### src/rtl/dcap_defines.svh
// constants for the dual channel converter host port
// assumes one interface clock domain; times are given in cycles of the interface clock
//
// Summary of operation
// - the port makes the converter clock from the oscillator-fed interface clock
// - the demonstration build runs the interface clock and all pins but the converter clock at 50MHz
// - every pin is launched and sampled on the single interface clock
// - the generated clock is driven out on its own pin to the converter
// - channel A arrives on the first data line, B on the second, shifted together
// - conversion settings go out serially on the configuration data line
// - each channel sample is 12 bits and twelve bits are captured per channel
// - capture starts two clock cycles after the busy line falls
// - chip select enables the converter when asserted
// - read/write is driven alongside conversion start
// - the busy line is sampled so the logic can follow the conversion
// - samples go to the application over a streaming valid/ready channel
// - read/write and conversion start pulse high once every 16 clocks
// - configuration is fully written before conversion start pulses begin
// - samples are delivered alternately, channel A first
`ifndef DCAP_DEFINES_SVH
`define DCAP_DEFINES_SVH
`define DCAP_CONV_HZ        32000000
`define DCAP_DEMO_HZ        50000000
`define DCAP_SAMPLE_BITS    12
`define DCAP_PERIOD_CYC     16
`define DCAP_CAPT_DELAY     2
`define DCAP_CFG_BITS       16
`define DCAP_CFG_WORD       16'h5555
`define DCAP_FIFO_DEPTH     32
`endif

### src/rtl/dcap_pkg.sv
// types for the dual channel converter host port
// assumes dcap_defines.svh is available on the include path
`default_nettype none
package dcap_pkg;
  typedef enum logic [3:0] {
    ST_IDLE = 4'b0001,
    ST_CFG  = 4'b0010,
    ST_RUN  = 4'b0100,
    ST_HOLD = 4'b1000
  } dcap_state_t;
endpackage : dcap_pkg
`default_nettype wire

### src/rtl/dcap_fifo.sv
// synchronous valid/ready fifo with parameter width and depth
// assumes a single clock and asynchronous active high reset
`default_nettype none
module dcap_fifo #(
  parameter int WIDTH = 13,
  parameter int DEPTH = 32
) (
  // clock and reset
  input  wire logic             clk,
  input  wire logic             rst,
  // fill side
  input  wire logic             in_valid,
  output logic                  in_ready,
  input  wire logic [WIDTH-1:0] in_data,
  // drain side
  output logic                  out_valid,
  input  wire logic             out_ready,
  output logic      [WIDTH-1:0] out_data
);
  localparam int AW = $clog2(DEPTH);
  logic [WIDTH-1:0] mem [DEPTH];
  logic [AW-1:0]    wr_r;
  logic [AW-1:0]    rd_r;
  logic [AW:0]      cnt_r;
  wire              do_wr = in_valid && in_ready;
  wire              do_rd = out_valid && out_ready;

  assign in_ready  = (cnt_r != (AW+1)'(DEPTH));
  assign out_valid = (cnt_r != '0);
  assign out_data  = mem[rd_r];

  always_ff @(posedge clk)
  begin
    if (do_wr)
      mem[wr_r] <= in_data;
  end

  always_ff @(posedge clk or posedge rst)
  begin
    if (rst)
    begin
      wr_r  <= '0;
      rd_r  <= '0;
      cnt_r <= '0;
    end
    else
    begin
      if (do_wr)
        wr_r <= (wr_r == AW'(DEPTH-1)) ? '0 : wr_r + 1'b1;
      if (do_rd)
        rd_r <= (rd_r == AW'(DEPTH-1)) ? '0 : rd_r + 1'b1;
      cnt_r <= cnt_r + (AW+1)'(do_wr) - (AW+1)'(do_rd);
    end
  end

  chk_no_overflow: assert property (@(posedge clk) disable iff (rst)
    (cnt_r == (AW+1)'(DEPTH)) |=> (cnt_r <= (AW+1)'(DEPTH)))
    else $error("fifo count above depth");
endmodule : dcap_fifo
`default_nettype wire

### src/rtl/dcap_host_port.sv
// host port that runs a dual channel serial converter and streams its samples
// assumes clk is the oscillator-fed interface clock and all pins are synchronous to it
`include "dcap_defines.svh"
`default_nettype none
module dcap_host_port
  import dcap_pkg::*;
#(
  parameter int          SAMPLE_BITS = `DCAP_SAMPLE_BITS,
  parameter int          PERIOD_CYC  = `DCAP_PERIOD_CYC,
  parameter int          CFG_BITS    = `DCAP_CFG_BITS,
  parameter logic [15:0] CFG_WORD    = `DCAP_CFG_WORD,
  parameter int          FIFO_DEPTH  = `DCAP_FIFO_DEPTH
) (
  // clock and reset
  input  wire logic                   clk,
  input  wire logic                   rst,
  // converter pins
  output logic                        conv_clk_out,
  output logic                        cs_n,
  output logic                        rd_wr,
  output logic                        conv_start,
  output logic                        cfg_sdi,
  input  wire logic                   sdo_a,
  input  wire logic                   sdo_b,
  input  wire logic                   busy,
  // sample stream to the application
  output logic                        smp_valid,
  input  wire logic                   smp_ready,
  output logic [SAMPLE_BITS-1:0]      smp_data,
  output logic                        smp_chan_b,
  // status
  output logic                        overrun
);
  localparam int PW = $clog2(PERIOD_CYC);
  localparam int BW = $clog2(SAMPLE_BITS + 1);
  localparam int CW = $clog2(CFG_BITS + 1);

  dcap_state_t               st_r;
  dcap_state_t               st_nxt;
  logic [PW-1:0]             per_r;
  logic [CW-1:0]             cfg_cnt_r;
  logic [15:0]               cfg_sh_r;
  logic                      busy_q_r;
  logic [1:0]                dly_r;
  logic                      cap_r;
  logic [BW-1:0]             bit_r;
  logic [SAMPLE_BITS-1:0]    sh_a_r;
  logic [SAMPLE_BITS-1:0]    sh_b_r;
  logic                      pend_b_r;
  logic [SAMPLE_BITS-1:0]    hold_b_r;
  logic                      push_r;
  logic [SAMPLE_BITS:0]      push_data_r;
  logic                      clk_div_r;
  logic                      f_valid;
  logic                      f_ready;
  logic [SAMPLE_BITS:0]      f_data;
  logic                      in_ready;
  logic [4:0]                gap_r;
  logic                      seen_r;
  logic [BW-1:0]             cap_len_r;

  // the converter clock is the interface clock divided by two; a toggle flop keeps the pin
  // registered at the cost of running the pin at half the interface rate
  always_ff @(posedge clk or posedge rst)
  begin
    if (rst)
      clk_div_r <= 1'b0;
    else
      clk_div_r <= ~clk_div_r;
  end
  assign conv_clk_out = clk_div_r;

  wire busy_fall  = busy_q_r && !busy;
  wire per_end    = (per_r == PW'(PERIOD_CYC-1));
  wire cfg_done   = (cfg_cnt_r == CW'(CFG_BITS));
  wire cap_last   = cap_r && (bit_r == BW'(SAMPLE_BITS-1));
  wire run_active = (st_r == ST_RUN);

  always_comb
  begin
    st_nxt = st_r;
    case (st_r)
      ST_IDLE: st_nxt = ST_CFG;
      ST_CFG:  st_nxt = cfg_done ? ST_RUN : ST_CFG;
      ST_RUN:  st_nxt = ST_RUN;
      ST_HOLD: st_nxt = ST_RUN;
      default: st_nxt = ST_IDLE;
    endcase
  end

  always_ff @(posedge clk or posedge rst)
  begin
    if (rst)
    begin
      st_r      <= ST_IDLE;
      cs_n      <= 1'b1;
      cfg_cnt_r <= '0;
      cfg_sh_r  <= '0;
      cfg_sdi   <= 1'b0;
    end
    else
    begin
      st_r <= st_nxt;
      if (st_r == ST_IDLE)
      begin
        cs_n     <= 1'b0;
        cfg_sh_r <= CFG_WORD;
      end
      else if (st_r == ST_CFG && !cfg_done)
      begin
        cfg_sdi   <= cfg_sh_r[0];
        cfg_sh_r  <= {1'b0, cfg_sh_r[15:1]};
        cfg_cnt_r <= cfg_cnt_r + 1'b1;
      end
      else
        cfg_sdi <= 1'b0;
    end
  end

  // one high cycle per period; rising edge starts the converter
  always_ff @(posedge clk or posedge rst)
  begin
    if (rst)
    begin
      per_r      <= '0;
      rd_wr      <= 1'b0;
      conv_start <= 1'b0;
    end
    else
    begin
      per_r      <= (run_active && !per_end) ? per_r + 1'b1 : '0;
      rd_wr      <= run_active && per_end;
      conv_start <= run_active && per_end;
    end
  end

  // capture begins two cycles after busy falls, both lines shifted together
  always_ff @(posedge clk or posedge rst)
  begin
    if (rst)
    begin
      busy_q_r <= 1'b0;
      dly_r    <= '0;
      cap_r    <= 1'b0;
      bit_r    <= '0;
      sh_a_r   <= '0;
      sh_b_r   <= '0;
    end
    else
    begin
      busy_q_r <= busy;
      dly_r    <= {dly_r[0], busy_fall && run_active && !cap_r};
      if (dly_r[1])
      begin
        cap_r <= 1'b1;
        bit_r <= '0;
      end
      else if (cap_last)
        cap_r <= 1'b0;
      if (cap_r || dly_r[1])
      begin
        sh_a_r <= {sh_a_r[SAMPLE_BITS-2:0], sdo_a};
        sh_b_r <= {sh_b_r[SAMPLE_BITS-2:0], sdo_b};
        bit_r  <= dly_r[1] ? BW'(1) : bit_r + 1'b1;
      end
    end
  end

  // capture of the twelfth bit: channel a goes first, b the next cycle
  wire a_done = cap_r && (bit_r == BW'(SAMPLE_BITS-1));
  always_ff @(posedge clk or posedge rst)
  begin
    if (rst)
    begin
      pend_b_r    <= 1'b0;
      hold_b_r    <= '0;
      push_r      <= 1'b0;
      push_data_r <= '0;
      overrun     <= 1'b0;
    end
    else
    begin
      push_r <= 1'b0;
      if (a_done)
      begin
        push_r      <= 1'b1;
        push_data_r <= {1'b0, sh_a_r[SAMPLE_BITS-2:0], sdo_a};
        hold_b_r    <= {sh_b_r[SAMPLE_BITS-2:0], sdo_b};
        pend_b_r    <= 1'b1;
      end
      else if (pend_b_r)
      begin
        push_r      <= 1'b1;
        push_data_r <= {1'b1, hold_b_r};
        pend_b_r    <= 1'b0;
      end
      if (push_r && !in_ready)
        overrun <= 1'b1;
    end
  end

  // samples are lost (and overrun flagged) when the fifo is full: the converter
  // cannot be paused mid-conversion, so back-pressure cannot reach it
  dcap_fifo #(
    .WIDTH (SAMPLE_BITS + 1),
    .DEPTH (FIFO_DEPTH)
  ) u_fifo (
    .clk       (clk),
    .rst       (rst),
    .in_valid  (push_r),
    .in_ready  (in_ready),
    .in_data   (push_data_r),
    .out_valid (f_valid),
    .out_ready (f_ready),
    .out_data  (f_data)
  );

  // registered output stage keeps the stream outputs straight from flops
  assign f_ready = !smp_valid || smp_ready;
  always_ff @(posedge clk or posedge rst)
  begin
    if (rst)
    begin
      smp_valid  <= 1'b0;
      smp_data   <= '0;
      smp_chan_b <= 1'b0;
    end
    else if (f_ready)
    begin
      smp_valid  <= f_valid;
      smp_data   <= f_data[SAMPLE_BITS-1:0];
      smp_chan_b <= f_data[SAMPLE_BITS];
    end
  end

  // helper counters for the long windows: cycles since the last start pulse and
  // length of the current capture window, kept out of long repetitions
  always_ff @(posedge clk or posedge rst)
  begin
    if (rst)
    begin
      gap_r     <= '0;
      seen_r    <= 1'b0;
      cap_len_r <= '0;
    end
    else
    begin
      gap_r     <= conv_start ? 5'h00 : gap_r + 5'h01;
      seen_r    <= seen_r || conv_start;
      cap_len_r <= cap_r ? cap_len_r + 1'b1 : '0;
    end
  end

  chk_start_period: assert property (@(posedge clk) disable iff (rst)
    (conv_start && seen_r) |-> (gap_r == 5'h0F))
    else $error("conversion start pulsed too often");
  chk_start_rdwr: assert property (@(posedge clk) disable iff (rst)
    conv_start == rd_wr)
    else $error("read/write not aligned with conversion start");
  chk_cfg_first: assert property (@(posedge clk) disable iff (rst)
    conv_start |-> cfg_done)
    else $error("conversion start before configuration done");
  chk_cs_held: assert property (@(posedge clk) disable iff (rst)
    run_active |-> !cs_n)
    else $error("chip select dropped during run");
  chk_cap_delay: assert property (@(posedge clk) disable iff (rst)
    (busy_fall && run_active && !cap_r) |-> ##2 (cap_r || dly_r[1]))
    else $error("capture not started two cycles after busy fall");
  chk_b_follows_a: assert property (@(posedge clk) disable iff (rst)
    (push_r && !push_data_r[SAMPLE_BITS]) |=> (push_r && push_data_r[SAMPLE_BITS]))
    else $error("channel b sample did not follow channel a");
  chk_twelve_bits: assert property (@(posedge clk) disable iff (rst)
    $fell(cap_r) |-> (cap_len_r == BW'(SAMPLE_BITS-1)))
    else $error("capture window not twelve bits");
  chk_period_pulse: assert property (@(posedge clk) disable iff (rst)
    conv_start && run_active |-> ##16 conv_start)
    else $error("conversion start missing after sixteen cycles");
  chk_stream_hold: assert property (@(posedge clk) disable iff (rst)
    (smp_valid && !smp_ready) |=> (smp_valid && $stable(smp_data)))
    else $error("stream sample changed while stalled");

  cov_first_start: cover property (@(posedge clk) disable iff (rst) $rose(conv_start));
  cov_sample_pair: cover property (@(posedge clk) disable iff (rst) a_done ##1 pend_b_r);
  cov_stall:       cover property (@(posedge clk) disable iff (rst) smp_valid && !smp_ready);
  cov_overrun:     cover property (@(posedge clk) disable iff (rst) $rose(overrun));
endmodule : dcap_host_port
`default_nettype wire

### config.mk
export PLATFORM = sky130hd
export DESIGN_NAME = dcap_host_port
export DESIGN_NICKNAME = d
export VERILOG_FILES = /design/src/rtl/dcap_pkg.sv /design/src/rtl/dcap_fifo.sv /design/src/rtl/dcap_host_port.sv
export VERILOG_INCLUDE_DIRS = /design/src /design/src/rtl
export SDC_FILE = /design/constraint.sdc
export NUM_CORES = 1
export LEC_CHECK = 0
export BUFFER_PORTS_ARGS = -buffer_cell sky130_fd_sc_hd__buf_2
export CAP_MARGIN = 20
export CORE_ASPECT_RATIO = 1.4
export CORE_MARGIN = 4
export CORE_UTILIZATION = 50
export CTS_BUF_LIST = sky130_fd_sc_hd__clkbuf_4
export CTS_CLUSTER_DIAMETER = 80
export DETAILED_ROUTE_END_ITERATION = 10
export PLACE_DENSITY = 0.66
export SLEW_MARGIN = 20
export SYNTH_ARGS = -nofsm -noshare
export SYNTH_HDL_FRONTEND = slang
export SYNTH_SLANG_ARGS = --single-unit
### constraint.sdc
create_clock -name clk -period 6.1 [get_ports clk]
set_clock_uncertainty 0.2 [all_clocks]
set_input_delay 0.61 -clock clk [delete_from_list [all_inputs] [get_ports clk]]
set_output_delay 0.61 -clock clk [all_outputs]
set_load 0.05 [all_outputs]
---- Word level (Yosys, flattened, before mapping) ----
Memory sizes are Yosys's and may differ from the RTL's. A register that Yosys moved wholly into a read port is not among the register bits.
Index checks and enable logic that the tools add are counted.
word-level totals
  bits in writable memories ............... 416
  memories ................................ 1
  bits in registers ....................... 108
  logic and storage cells ................. 88
  input bits .............................. 6
operators by class
  eq/ne operators ......................... 10
  bitwise gates (word level) .............. 2
  reduce and logical (&&, ||, !) cells .... 25
  add/sub/neg operators ................... 7
  muxes and demuxes ....................... 20
memories
  name        words  bits a word  rd ports  clocked after Yosys merged registers in  wr ports  RTL line         source
  u_fifo.mem  32     13           1         1                                        1         dcap_fifo.sv:21  logic [WIDTH-1:0] mem [DEPTH];
operator list
  kind                                                              number
  16-bit two-way mux                                                2
  13-bit two-way mux                                                2
  4-bit two-way mux                                                 4
  5-bit by 1-bit adder with 5-bit output (second input constant)    3
  5-bit == test (second input constant)                             3
  4-bit == test (second input constant)                             3
  1-bit logical AND                                                 10
  5-bit two-way mux                                                 2
  3-bit case mux with 3 select lines                                1
  4-bit by 1-bit adder with 4-bit output (second input constant)    2
  1-bit two-way mux                                                 8
  2-bit nonzero test                                                4
  6-bit by 1-bit adder with 6-bit output                            1
  1-bit zero test                                                   6
  6-bit != test (second input constant)                             1
  6-bit nonzero test                                                1
  6-bit by 1-bit subtractor with 6-bit output                       1
  4-bit by 1-bit == test with 1-bit output (second input constant)  1
  4-bit by 2-bit == test with 1-bit output (second input constant)  1
  4-bit by 3-bit == test with 1-bit output (second input constant)  1
  3-bit two-way mux                                                 1
  1-bit logical OR                                                  2
  1-bit inverter                                                    2
  2-bit AND reduction                                               1
  2-bit OR reduction                                                1

---- Longest topological paths before layout ----
Gate-level depths: netlist of run 1.
  depth after elaboration ................. 5
  mapped depth ............................ 16
  gate-level depth less buffers ........... 15

---- Cells and area by module ----
A second synthesis of run 1 with hierarchy kept.
unflattened totals
  cells, all modules ...................... 1171
  area total of the unflattened synthesis .. 21269.1 um2
modules (own cells, without submodules)
  module          cells each  instances  sequential area each (um2)  area each (um2)
  dcap_fifo       836         1          12892.4                     16927.5
  dcap_host_port  335         1          2580.0                      4341.7

---- Worst setup path before layout of run 1 ----
OpenSTA, ideal clock, no wires.
  kind .................................... register to register
  from .................................... reg smp_valid
  to ...................................... reg u_fifo.cnt_r[4]
  data arrival time ....................... 2774 ps
  data required time ...................... 5778 ps
  setup time .............................. 122 ps
  setup slack ............................. 3003 ps
  stages on the path, launching flop included .. 16
  clock period less this slack ............ 3097 ps
  path through ............................ dfrtp_1 -> nor2b_1 -> clkbuf_1 -> or2_2 -> buf_1 -> inv_1 -> ha_1 -> inv_1 -> ha_1 -> inv_1 -> fa_1 -> inv_1 -> a21oi_1 -> nor2_1 -> nor2_1 -> xnor2_1
between the ends
  cells in the longest elaborated chain, start to end .. 4
RTL lines
  what                                         RTL line               source
  start: declaration                           dcap_host_port.sv:27   output logic smp_valid,
  start signal: assignment                     dcap_host_port.sv:230  smp_valid <= f_valid;
  1-bit zero test                              dcap_host_port.sv:219  assign f_ready = !smp_valid || smp_ready;
  1-bit logical OR                             dcap_host_port.sv:219
  1-bit logical AND                            dcap_fifo.sv:26        wire do_rd = out_valid && out_ready;
  via u_fifo.do_rd                             dcap_fifo.sv:26
  6-bit by 1-bit subtractor with 6-bit output  dcap_fifo.sv:52        cnt_r <= cnt_r + (AW+1)'(do_wr) - (AW+1)'(do_rd);
  end signal: assignment                       dcap_fifo.sv:52
  end: declaration                             dcap_fifo.sv:24        logic [AW:0] cnt_r;
The timed path passes the listed nets, and every way through them passes these cells.
A chain may end at the register's enable or synchronous reset.

---- Worst setup path after layout of run 1 ----
Ends and elaborated chain as after synthesis.

==> results.md, run 1 <==
* Status: complete, no violations
* Worst Path Arrival at between 4 and 5 ns
* Sw Pwr at around 3.2 mW
* First-pass GRT wire length at ~69000 µm
* Critical Path RT at 6.59 ns
* Vias in the first global route at 11800
* Highest metal used: met4
* EDFF count, synth at roughly 420
* Post-DR vias/cell at 5.66
* Initial antenna violation count at 1
* Clk pwr share at between 20% and 30%
* NumNets Final at about 1400
* Share of layout cells above drive strength 1 at 26.4%
* P per Cell Area at about 430 nW/µm²
* Cell taking the most area after synthesis: edfxtp_1
* Die area at approximately 46000 µm²
* Synth cell count leaders: edfxtp_1 (416), dfrtp_1 (117), nand2_1 (91), mux4_2 (73), nor2_1 (73)
* GRT Overall Usage at 19.7%
* Metal2 WL at 22700 µm
* Cell count after synthesis at approximately 1200
* # rows at between 80 and 90
* Area after DPL at about 22000 µm²
* Clock tree from TritonCTS: yes
* Worst-skew pair later-pin latency at 0.85 ns
* H-Tree Depth at 3
* Deepest clock path buffer count at 3
* Final Setup Violations at 0
* Cell Area, Synth at roughly 21000 µm²
* CTS root buffer: clkbuf_4
* Port Buffers at 25
* Met3 WL post-DR at between 2000 and 2500 µm
* RSZ-0062 raised after global routing: no
* VDD IR-drop max at approximately 0.00022 V
* Max_cap viols at 0
* Die width at about 180 µm
* Pins Over Slew Limit at 0
* Worst Setup End Kind: register
* Placeable Area at roughly 42000 µm²
* Clk slew on worst S/H paths at 0.07 ns
* Layout area overhead at 11.7%
* CTS Buf Count at around 120
* Via count at 11200
* Detailed placer's ending HPWL at around 28000 µm
* Top cells by area, synth: edfxtp_1 (59%), dfrtp_1 (14%), mux4_2 (7.7%)
* Worst min path class: register to register
* Switch share at between 30% and 40%
* CP Launch Type: register
* Synth cell types at around 50
* Die H at ~250 µm
* Slew headroom at a little under a quarter
* Comb pwr share at between 20% and 30%
* Min cycle time layout at ~3.6 ns
* Final ANT Viol Nets at 0
* Synth Area per Inst at 17.6 µm²
* Setup_tns at 0 ns
* Initial Util at 50.5%
* Seq pwr share at around 52%
* Gpl congestion at between 0.7 and 0.8
* Post-synth ARST share at between 20% and 30%
* Int Power at approximately 7.1 mW
* Count leader, synth: edfxtp_1
* Met1 WL at between 15000 and 20000 µm
* Worst-Margin Slew at 1.15 ns
* Pin count of the biggest net entering global routing at 109
* Crit path max fanout at 15
* Drt wl/cell at 22.3 µm
* Syn_nets at ~1200
* First-pass DRT Iterations at 5
* IO Pins at 26
* Top_reg_cell synth: edfxtp_1
* Post-synth top area share at 58.7%
* Leakage at slightly below 9 nW
* DRT iter0 DRCs at between 900 and 1000
* CP Class: register to register
* Grt ovf at 0
* FMAX at approximately 280 MHz
* Fin crit share at 59.2%
* Residual DRC at 0
* FF+latch count, synth at 535
* Clk sink count at 535
* Post-Route WL at 44200 µm
* Fin. Hold Viols at 0
* Final-layout fill cell count at between 3000 and 4000
* Seq/Total Area, Yosys at between 70 and 80%
* Design area at 23800 µm²
* Yosys warns at 0
[power by group through the flow]
stage	clock, mW	combinational, mW	sequential [mW]
2_1_floorplan	0	1.62	5.15
3_3_place_gp	0	2.13	5.40
3_5_place_dp	0	2.17	5.43
4_1_cts	2.89	2.17	5.35
5_1_grt	3.09	2.37	5.39
6_report	2.81	2.17	5.33
[flip-flops by register name (all words and copies together), names as in the netlist, 6 cells and up]
| register | flops |
|---|---|
| sh_a_r | 11 |
| push_data_r | 13 |
| u_fifo.cnt_r | 6 |
| u_fifo.mem | 416 |
| sh_b_r | 11 |
| hold_b_r | 12 |
| cfg_sh_r | 15 |
| smp_data | 12 |
[critical path: stages (launching register included)]
cell and delay [ns]:
dfrtp_1 0.64, nor2b_1 0.81, or2_2 0.33, inv_1 0.11
ha_1 0.29, inv_1 0.05, ha_1 0.15, inv_1 0.06
fa_1 0.43, inv_1 0.07, a21oi_1 0.06, nor2_1 0.10
nor2_1 0.06, xnor2_1 0.11
[cell usage in the layout (no fill, tap or decap), types with 23 or more instances in the layout]
cell type	instances
buf_2	25
mux2i_1	65
clkbuf_4	186
mux4_2	73
nor2b_1	28
nor3_1	28
dfrtp_1	105
nor2_1	68
mux2_2	23
nand2_1	91
buf_4	37
edfxtp_1	416
clkinv_1	29
[area by class of cell]
| type | count | area [µm²] | area share, % |
|---|---|---|---|
| diodes | 4 | 10.0 | 0.0421 |
| clock buffers | 186 | 1400 | 5.88 |
| clock inverters | 37 | 208 | 0.874 |
| inverters | 21 | 81.3 | 0.342 |
| multi-input cells | 590 | 5400 | 22.8 |
| flip-flops and latches | 535 | 15500 | 65.2 |
| well taps | 546 | 683 | 2.88 |
| repair buffers | 68 | 478 | 2.01 |
[logic make-up after synthesis]
kind of cell               share of synthesized area [%]
DFF                                                 72.7
and+or+nand+nor                                     6.45
muxes                                               14.2
AOI/OAI and AO/OA                                   2.84
buffers and inverters                               1.94
adders and majority gates                           1.27
xor gates and xnor gates                           0.535
[routing by layer]
layer / track usage, % / vias to the layer above
met5: 0 / -
met4: 9.05 / 0
met3: 4.14 / 100
met2: 33.3 / 358
met1: 24.7 / 5741
li1: - / 5040
[path summary, 6_finish.rpt]
kind / start / endpoint / slack [ns] / cells after the start
setup / recovery: smp_valid$_DFFE_PP0N_ / u_fifo.cnt_r[4]$_DFF_PP0_ / 2.49 / 13
hold / removal: dly_r[0]$_DFF_PP0_ / dly_r[1]$_DFF_PP0_ / 0.15 / 0
setup reg to reg: smp_valid$_DFFE_PP0N_ / u_fifo.cnt_r[4]$_DFF_PP0_ / 2.49 / 13
hold reg to reg: dly_r[0]$_DFF_PP0_ / dly_r[1]$_DFF_PP0_ / 0.15 / 0
max in group asynchronous: rst / u_fifo.rd_r[0]$_DFFE_PP0P_ / 4.15 / 4
min in group asynchronous: rst / cfg_sh_r[11]$_DFFE_PP0P_ / 0.36 / 3
[timing repair]
action | in CTS | in global routing
gates resized for setup | 0 | 0
setup buffers | 0 | 0
endpoints found under the hold margin | 81 | 0
hold buffers | 4 | 0
[stage by stage]
stage          util [%]  worst slack [ns]  instances  hold slack [ns]  power (mW)
6_report           56.4              2.49       1987            0.151        10.3
5_1_grt            56.4              2.34       1984            0.166        10.9
4_1_cts            56.4              2.55       1982            0.153        10.4
3_5_place_dp       52.4              2.46       1755            0.138        7.59
3_3_place_gp       52.4              2.51       1755            0.134        7.53
2_1_floorplan         -              2.14       1211            0.131        6.77
No activity file was read; power rests on OpenSTA's default activity.
==> inputs of run 2 (changes only) <==
Clock period 6.1 ns to 3.4 ns, I/O delays scaled along.
==> run 2 against run 1 <==
  * Fmax increased by 18%
  * Non-clock buffer count increased by 28
  * Die area is the same
  * Setup slack got worse by 2.1 ns
  * Register-to-register slack worse by 2.1 ns
  * Largest cell class unchanged
  * Worst hold slack got worse by 0.055 ns
  * Sequential share of layout area down 0.77 points
  * Wire length is 1.2% lower
  * Via count down 0.92%
  * Clock power rose by 77%
  * Global-route usage fell by 0.20 points
  * Critical endpoint unchanged
==> results.md, run 2 (same netlist as run 1, synthesis figures left out) <==
* Deepest clock path buffer count at 3 (unchanged)
* Final Setup Violations at 0 (unchanged)
* Pins Over Slew Limit at 0 (unchanged)
* Initial Util at 50.5% (unchanged)
* Clock tree from TritonCTS: yes (unchanged)
* Top delay family on crit path: adder cells (was simple AND/OR/NAND/NOR gates)
* Grt ovf at 0 (unchanged)
* Clk sink count at 535 (unchanged)
* GRT Overall Usage at 19.5% (was 19.7%)
* Initial antenna violation count at 2 (was 1)
* Vias in the first global route at 11500 (was 11800)
* CTS Buf Count at 119 (unchanged)
* Detailed placer's ending HPWL at 27200 µm (was 27500 µm)
* Slew headroom at 46.6% (was 23.1%)
* DRT iter0 DRCs at 812 (was 995)
* Most common cell type on the critical path: inv_1 (unchanged)
* Final ANT Viol Nets at 0 (unchanged)
* Layout area overhead at 13.0% (was 11.7%)
* Worst Path Arrival at 3.57 ns (was 4.10 ns)
* Die area at 46000 µm² (unchanged)
* Worst Setup End Kind: register (unchanged)
* Status: complete, no violations (unchanged)
* RR Endpoint: u_fifo.cnt_r[4]$_DFF_PP0_ (unchanged)
* Hold depth at 4 (was 0)
* CP max stage delay at 0.44 ns (was 0.81 ns)
* Placeable Area at 42100 µm² (unchanged)
* Setup bufs post-CTS at 0 (unchanged)
* P per Cell Area at 779 nW/µm² (was 434 nW/µm²)
* Buf/Inv on CP at 5 (was 4)
* First-pass DRT Iterations at 5 (unchanged)
* Worst path cell trace: inv_1 -> ha_1 -> nor4bb_2 -> or2_2 -> inv_1 -> ha_1 -> inv_1 -> ha_1 -> inv_1 -> fa_1 -> inv_1 -> a21oi_1 -> nor2_1 -> nor2_1 -> xnor2_1 (was nor2b_1 -> or2_2 -> inv_1 -> ha_1 -> inv_1 -> ha_1 -> inv_1 -> fa_1 -> inv_1 -> a21oi_1 -> nor2_1 -> nor2_1 -> xnor2_1)
* Max_cap viols at 0 (unchanged)
* Setup_tns at 0 ns (unchanged)
* Min cycle time layout at 3.05 ns (was 3.61 ns)
* Fin crit share at 89.6% (was 59.2%)
* IO Pins at 26 (unchanged)
* Commonest non-fill, non-tap cell in the layout: edfxtp_1 (unchanged)
* Worst min path class: input pin to register (was register to register)
* Slowest CP cell: fa_1 (was nor2b_1)
* Post-DR vias/cell at 5.57 (was 5.66)
* Critical Path RT at 3.92 ns (was 6.59 ns)
* Die H at 252 µm (unchanged)
* Port Buffers at 25 (unchanged)
* Crit path max fanout at 8 (was 15)
* Via count at 11100 (was 11200)
* Fin. Hold Viols at 0 (unchanged)
* VDD IR-drop max at 0.000356 V (was 0.000218 V)
* Most frequent cells in the layout: edfxtp_1 (416), clkbuf_4 (171), dfrtp_1 (106) (was edfxtp_1 (416), clkbuf_4 (186), dfrtp_1 (105))
* Worst-skew pair later-pin latency at 0.84 ns (was 0.85 ns)
* H-Tree Depth at 3 (unchanged)
* Hold Path Origin: sdo_b (was dly_r[0]$_DFF_PP0_)
* CP Launch Type: register (unchanged)
* Placed insts at 1780 (was 1755)
* Final Power at 18.7 mW (was 10.3 mW)
* Register name with the most flops: u_fifo.mem (unchanged)
* Worst-Margin Slew at 0.800 ns (was 1.15 ns)
* CP Class: register to register (unchanged)
* Gpl congestion at 0.835 (was 0.793)
* NumNets Final at 1390 (was 1362)
* Pin count of the biggest net entering global routing at 48 (was 109)
* Worst Reg2Reg Path Length in Cells at 15 (was 13)
* Drt wl/cell at 21.8 µm (was 22.3 µm)
* Clk slew on worst S/H paths at 0.07 ns (about the same)
* RSZ-0062 raised after global routing: no (unchanged)
* Share of layout cells above drive strength 1 at 27.0% (was 26.4%)
* R2r startpoint: u_fifo.cnt_r[4]$_DFF_PP0_ (was smp_valid$_DFFE_PP0N_)
* Util after Layout at 57.1% (was 56.4%)
* Max reg flops at 416 (unchanged)
* Biggest regs: u_fifo.mem: 416 flops, cfg_sh_r: 15 flops, push_data_r: 13 flops (unchanged)
* Cell Count, Final, Fillers Out at 2001 (was 1987)
* # rows at 89 (unchanged)
* R2R Setup Slk at 0.35 ns (was 2.49 ns)
* Die width at 182 µm (unchanged)
* Residual DRC at 0 (unchanged)
* Hold_ws at 0.0956 ns (was 0.151 ns)
* CTS root buffer: clkbuf_4 (unchanged)
* FMAX at 328 MHz (was 277 MHz)
* Final-layout fill cell count at 3276 (was 3318)
* Leakage at 8.82 nW (was 8.70 nW)
* Post-Route WL at 43700 µm (was 44200 µm)
* Hold EP: hold_b_r[0]$_DFFE_PP0P_ (was dly_r[1]$_DFF_PP0_)
* First-pass GRT wire length at 68400 µm (was 69000 µm)
run 2: final cells by class:
type	instances	area, µm²	area share (%)
diodes	1	2.50	0.0104
clock buffers	171	1280	5.34
clock inverters	41	279	1.16
inverters	21	82.6	0.344
multi-input cells	590	5410	22.5
flip-flops and latches	535	15500	64.5
well taps	546	683	2.84
repair buffers	96	801	3.33
run 2: how the worst max path moves through the flow:
| stage | end | cells past startpoint | slack (ns) | start |
|---|---|---|---|---|
| floorplan | u_fifo.cnt_r[4]$_DFF_PP0_ | 15 | 0.30 | smp_valid$_DFFE_PP0N_ |
| global route | u_fifo.cnt_r[4]$_DFF_PP0_ | 15 | 0.11 | u_fifo.cnt_r[4]$_DFF_PP0_ |
| global placement | u_fifo.cnt_r[4]$_DFF_PP0_ | 15 | 0.38 | u_fifo.cnt_r[4]$_DFF_PP0_ |
| CTS | u_fifo.cnt_r[4]$_DFF_PP0_ | 15 | 0.22 | u_fifo.cnt_r[4]$_DFF_PP0_ |
| detailed placement | u_fifo.cnt_r[4]$_DFF_PP0_ | 15 | 0.26 | u_fifo.cnt_r[4]$_DFF_PP0_ |
| finish | u_fifo.cnt_r[4]$_DFF_PP0_ | 15 | 0.35 | u_fifo.cnt_r[4]$_DFF_PP0_ |
run 2: metrics by stage:
| stage | cell area [µm²] | setup WS [ns] |
|---|---|---|
| final | 24000 | 0.352 |
| after global routing | 24000 | 0.111 |
| after CTS | 24000 | 0.217 |
| after detailed placement | 22400 | 0.260 |
| after global placement | 22300 | 0.377 |
| after floorplan | 21300 | 0.303 |
run 2: layer usage:
layer / share of wire [%] / track usage [%] / up-vias
li1: - / - / 5073
met1: 40 / 25.5 / 5646
met2: 52 / 32.5 / 348
met3: 5.2 / 3.85 / 69
met4: 2.9 / 7.94 / 0
met5: 0 / 0 / -
run 2: power by group:
| group | internal [mW] | switching, mW | total (mW) |
|---|---|---|---|
| clock | 2.62 | 2.37 | 4.98 |
| combinational | 1.96 | 2.41 | 4.37 |
| sequential | 8.27 | 1.10 | 9.38 |
| total | 12.9 | 5.88 | 18.7 |
run 2: tightest hold or removal path, delay by kind of cell:
family	cells	cell delay, ns
AND/OR/NAND/NOR	2	0.10
buffers and inverters	2	0.64
run 2: repair_timing:
| item | 4_1_cts | 5_1_grt |
|---|---|---|
| gates resized for setup | 0 | 1 |
| setup endpoints to repair | 0 | 1 |
| hold buffers | 6 | 1 |
| endpoints found under the hold margin | 55 | 13 |
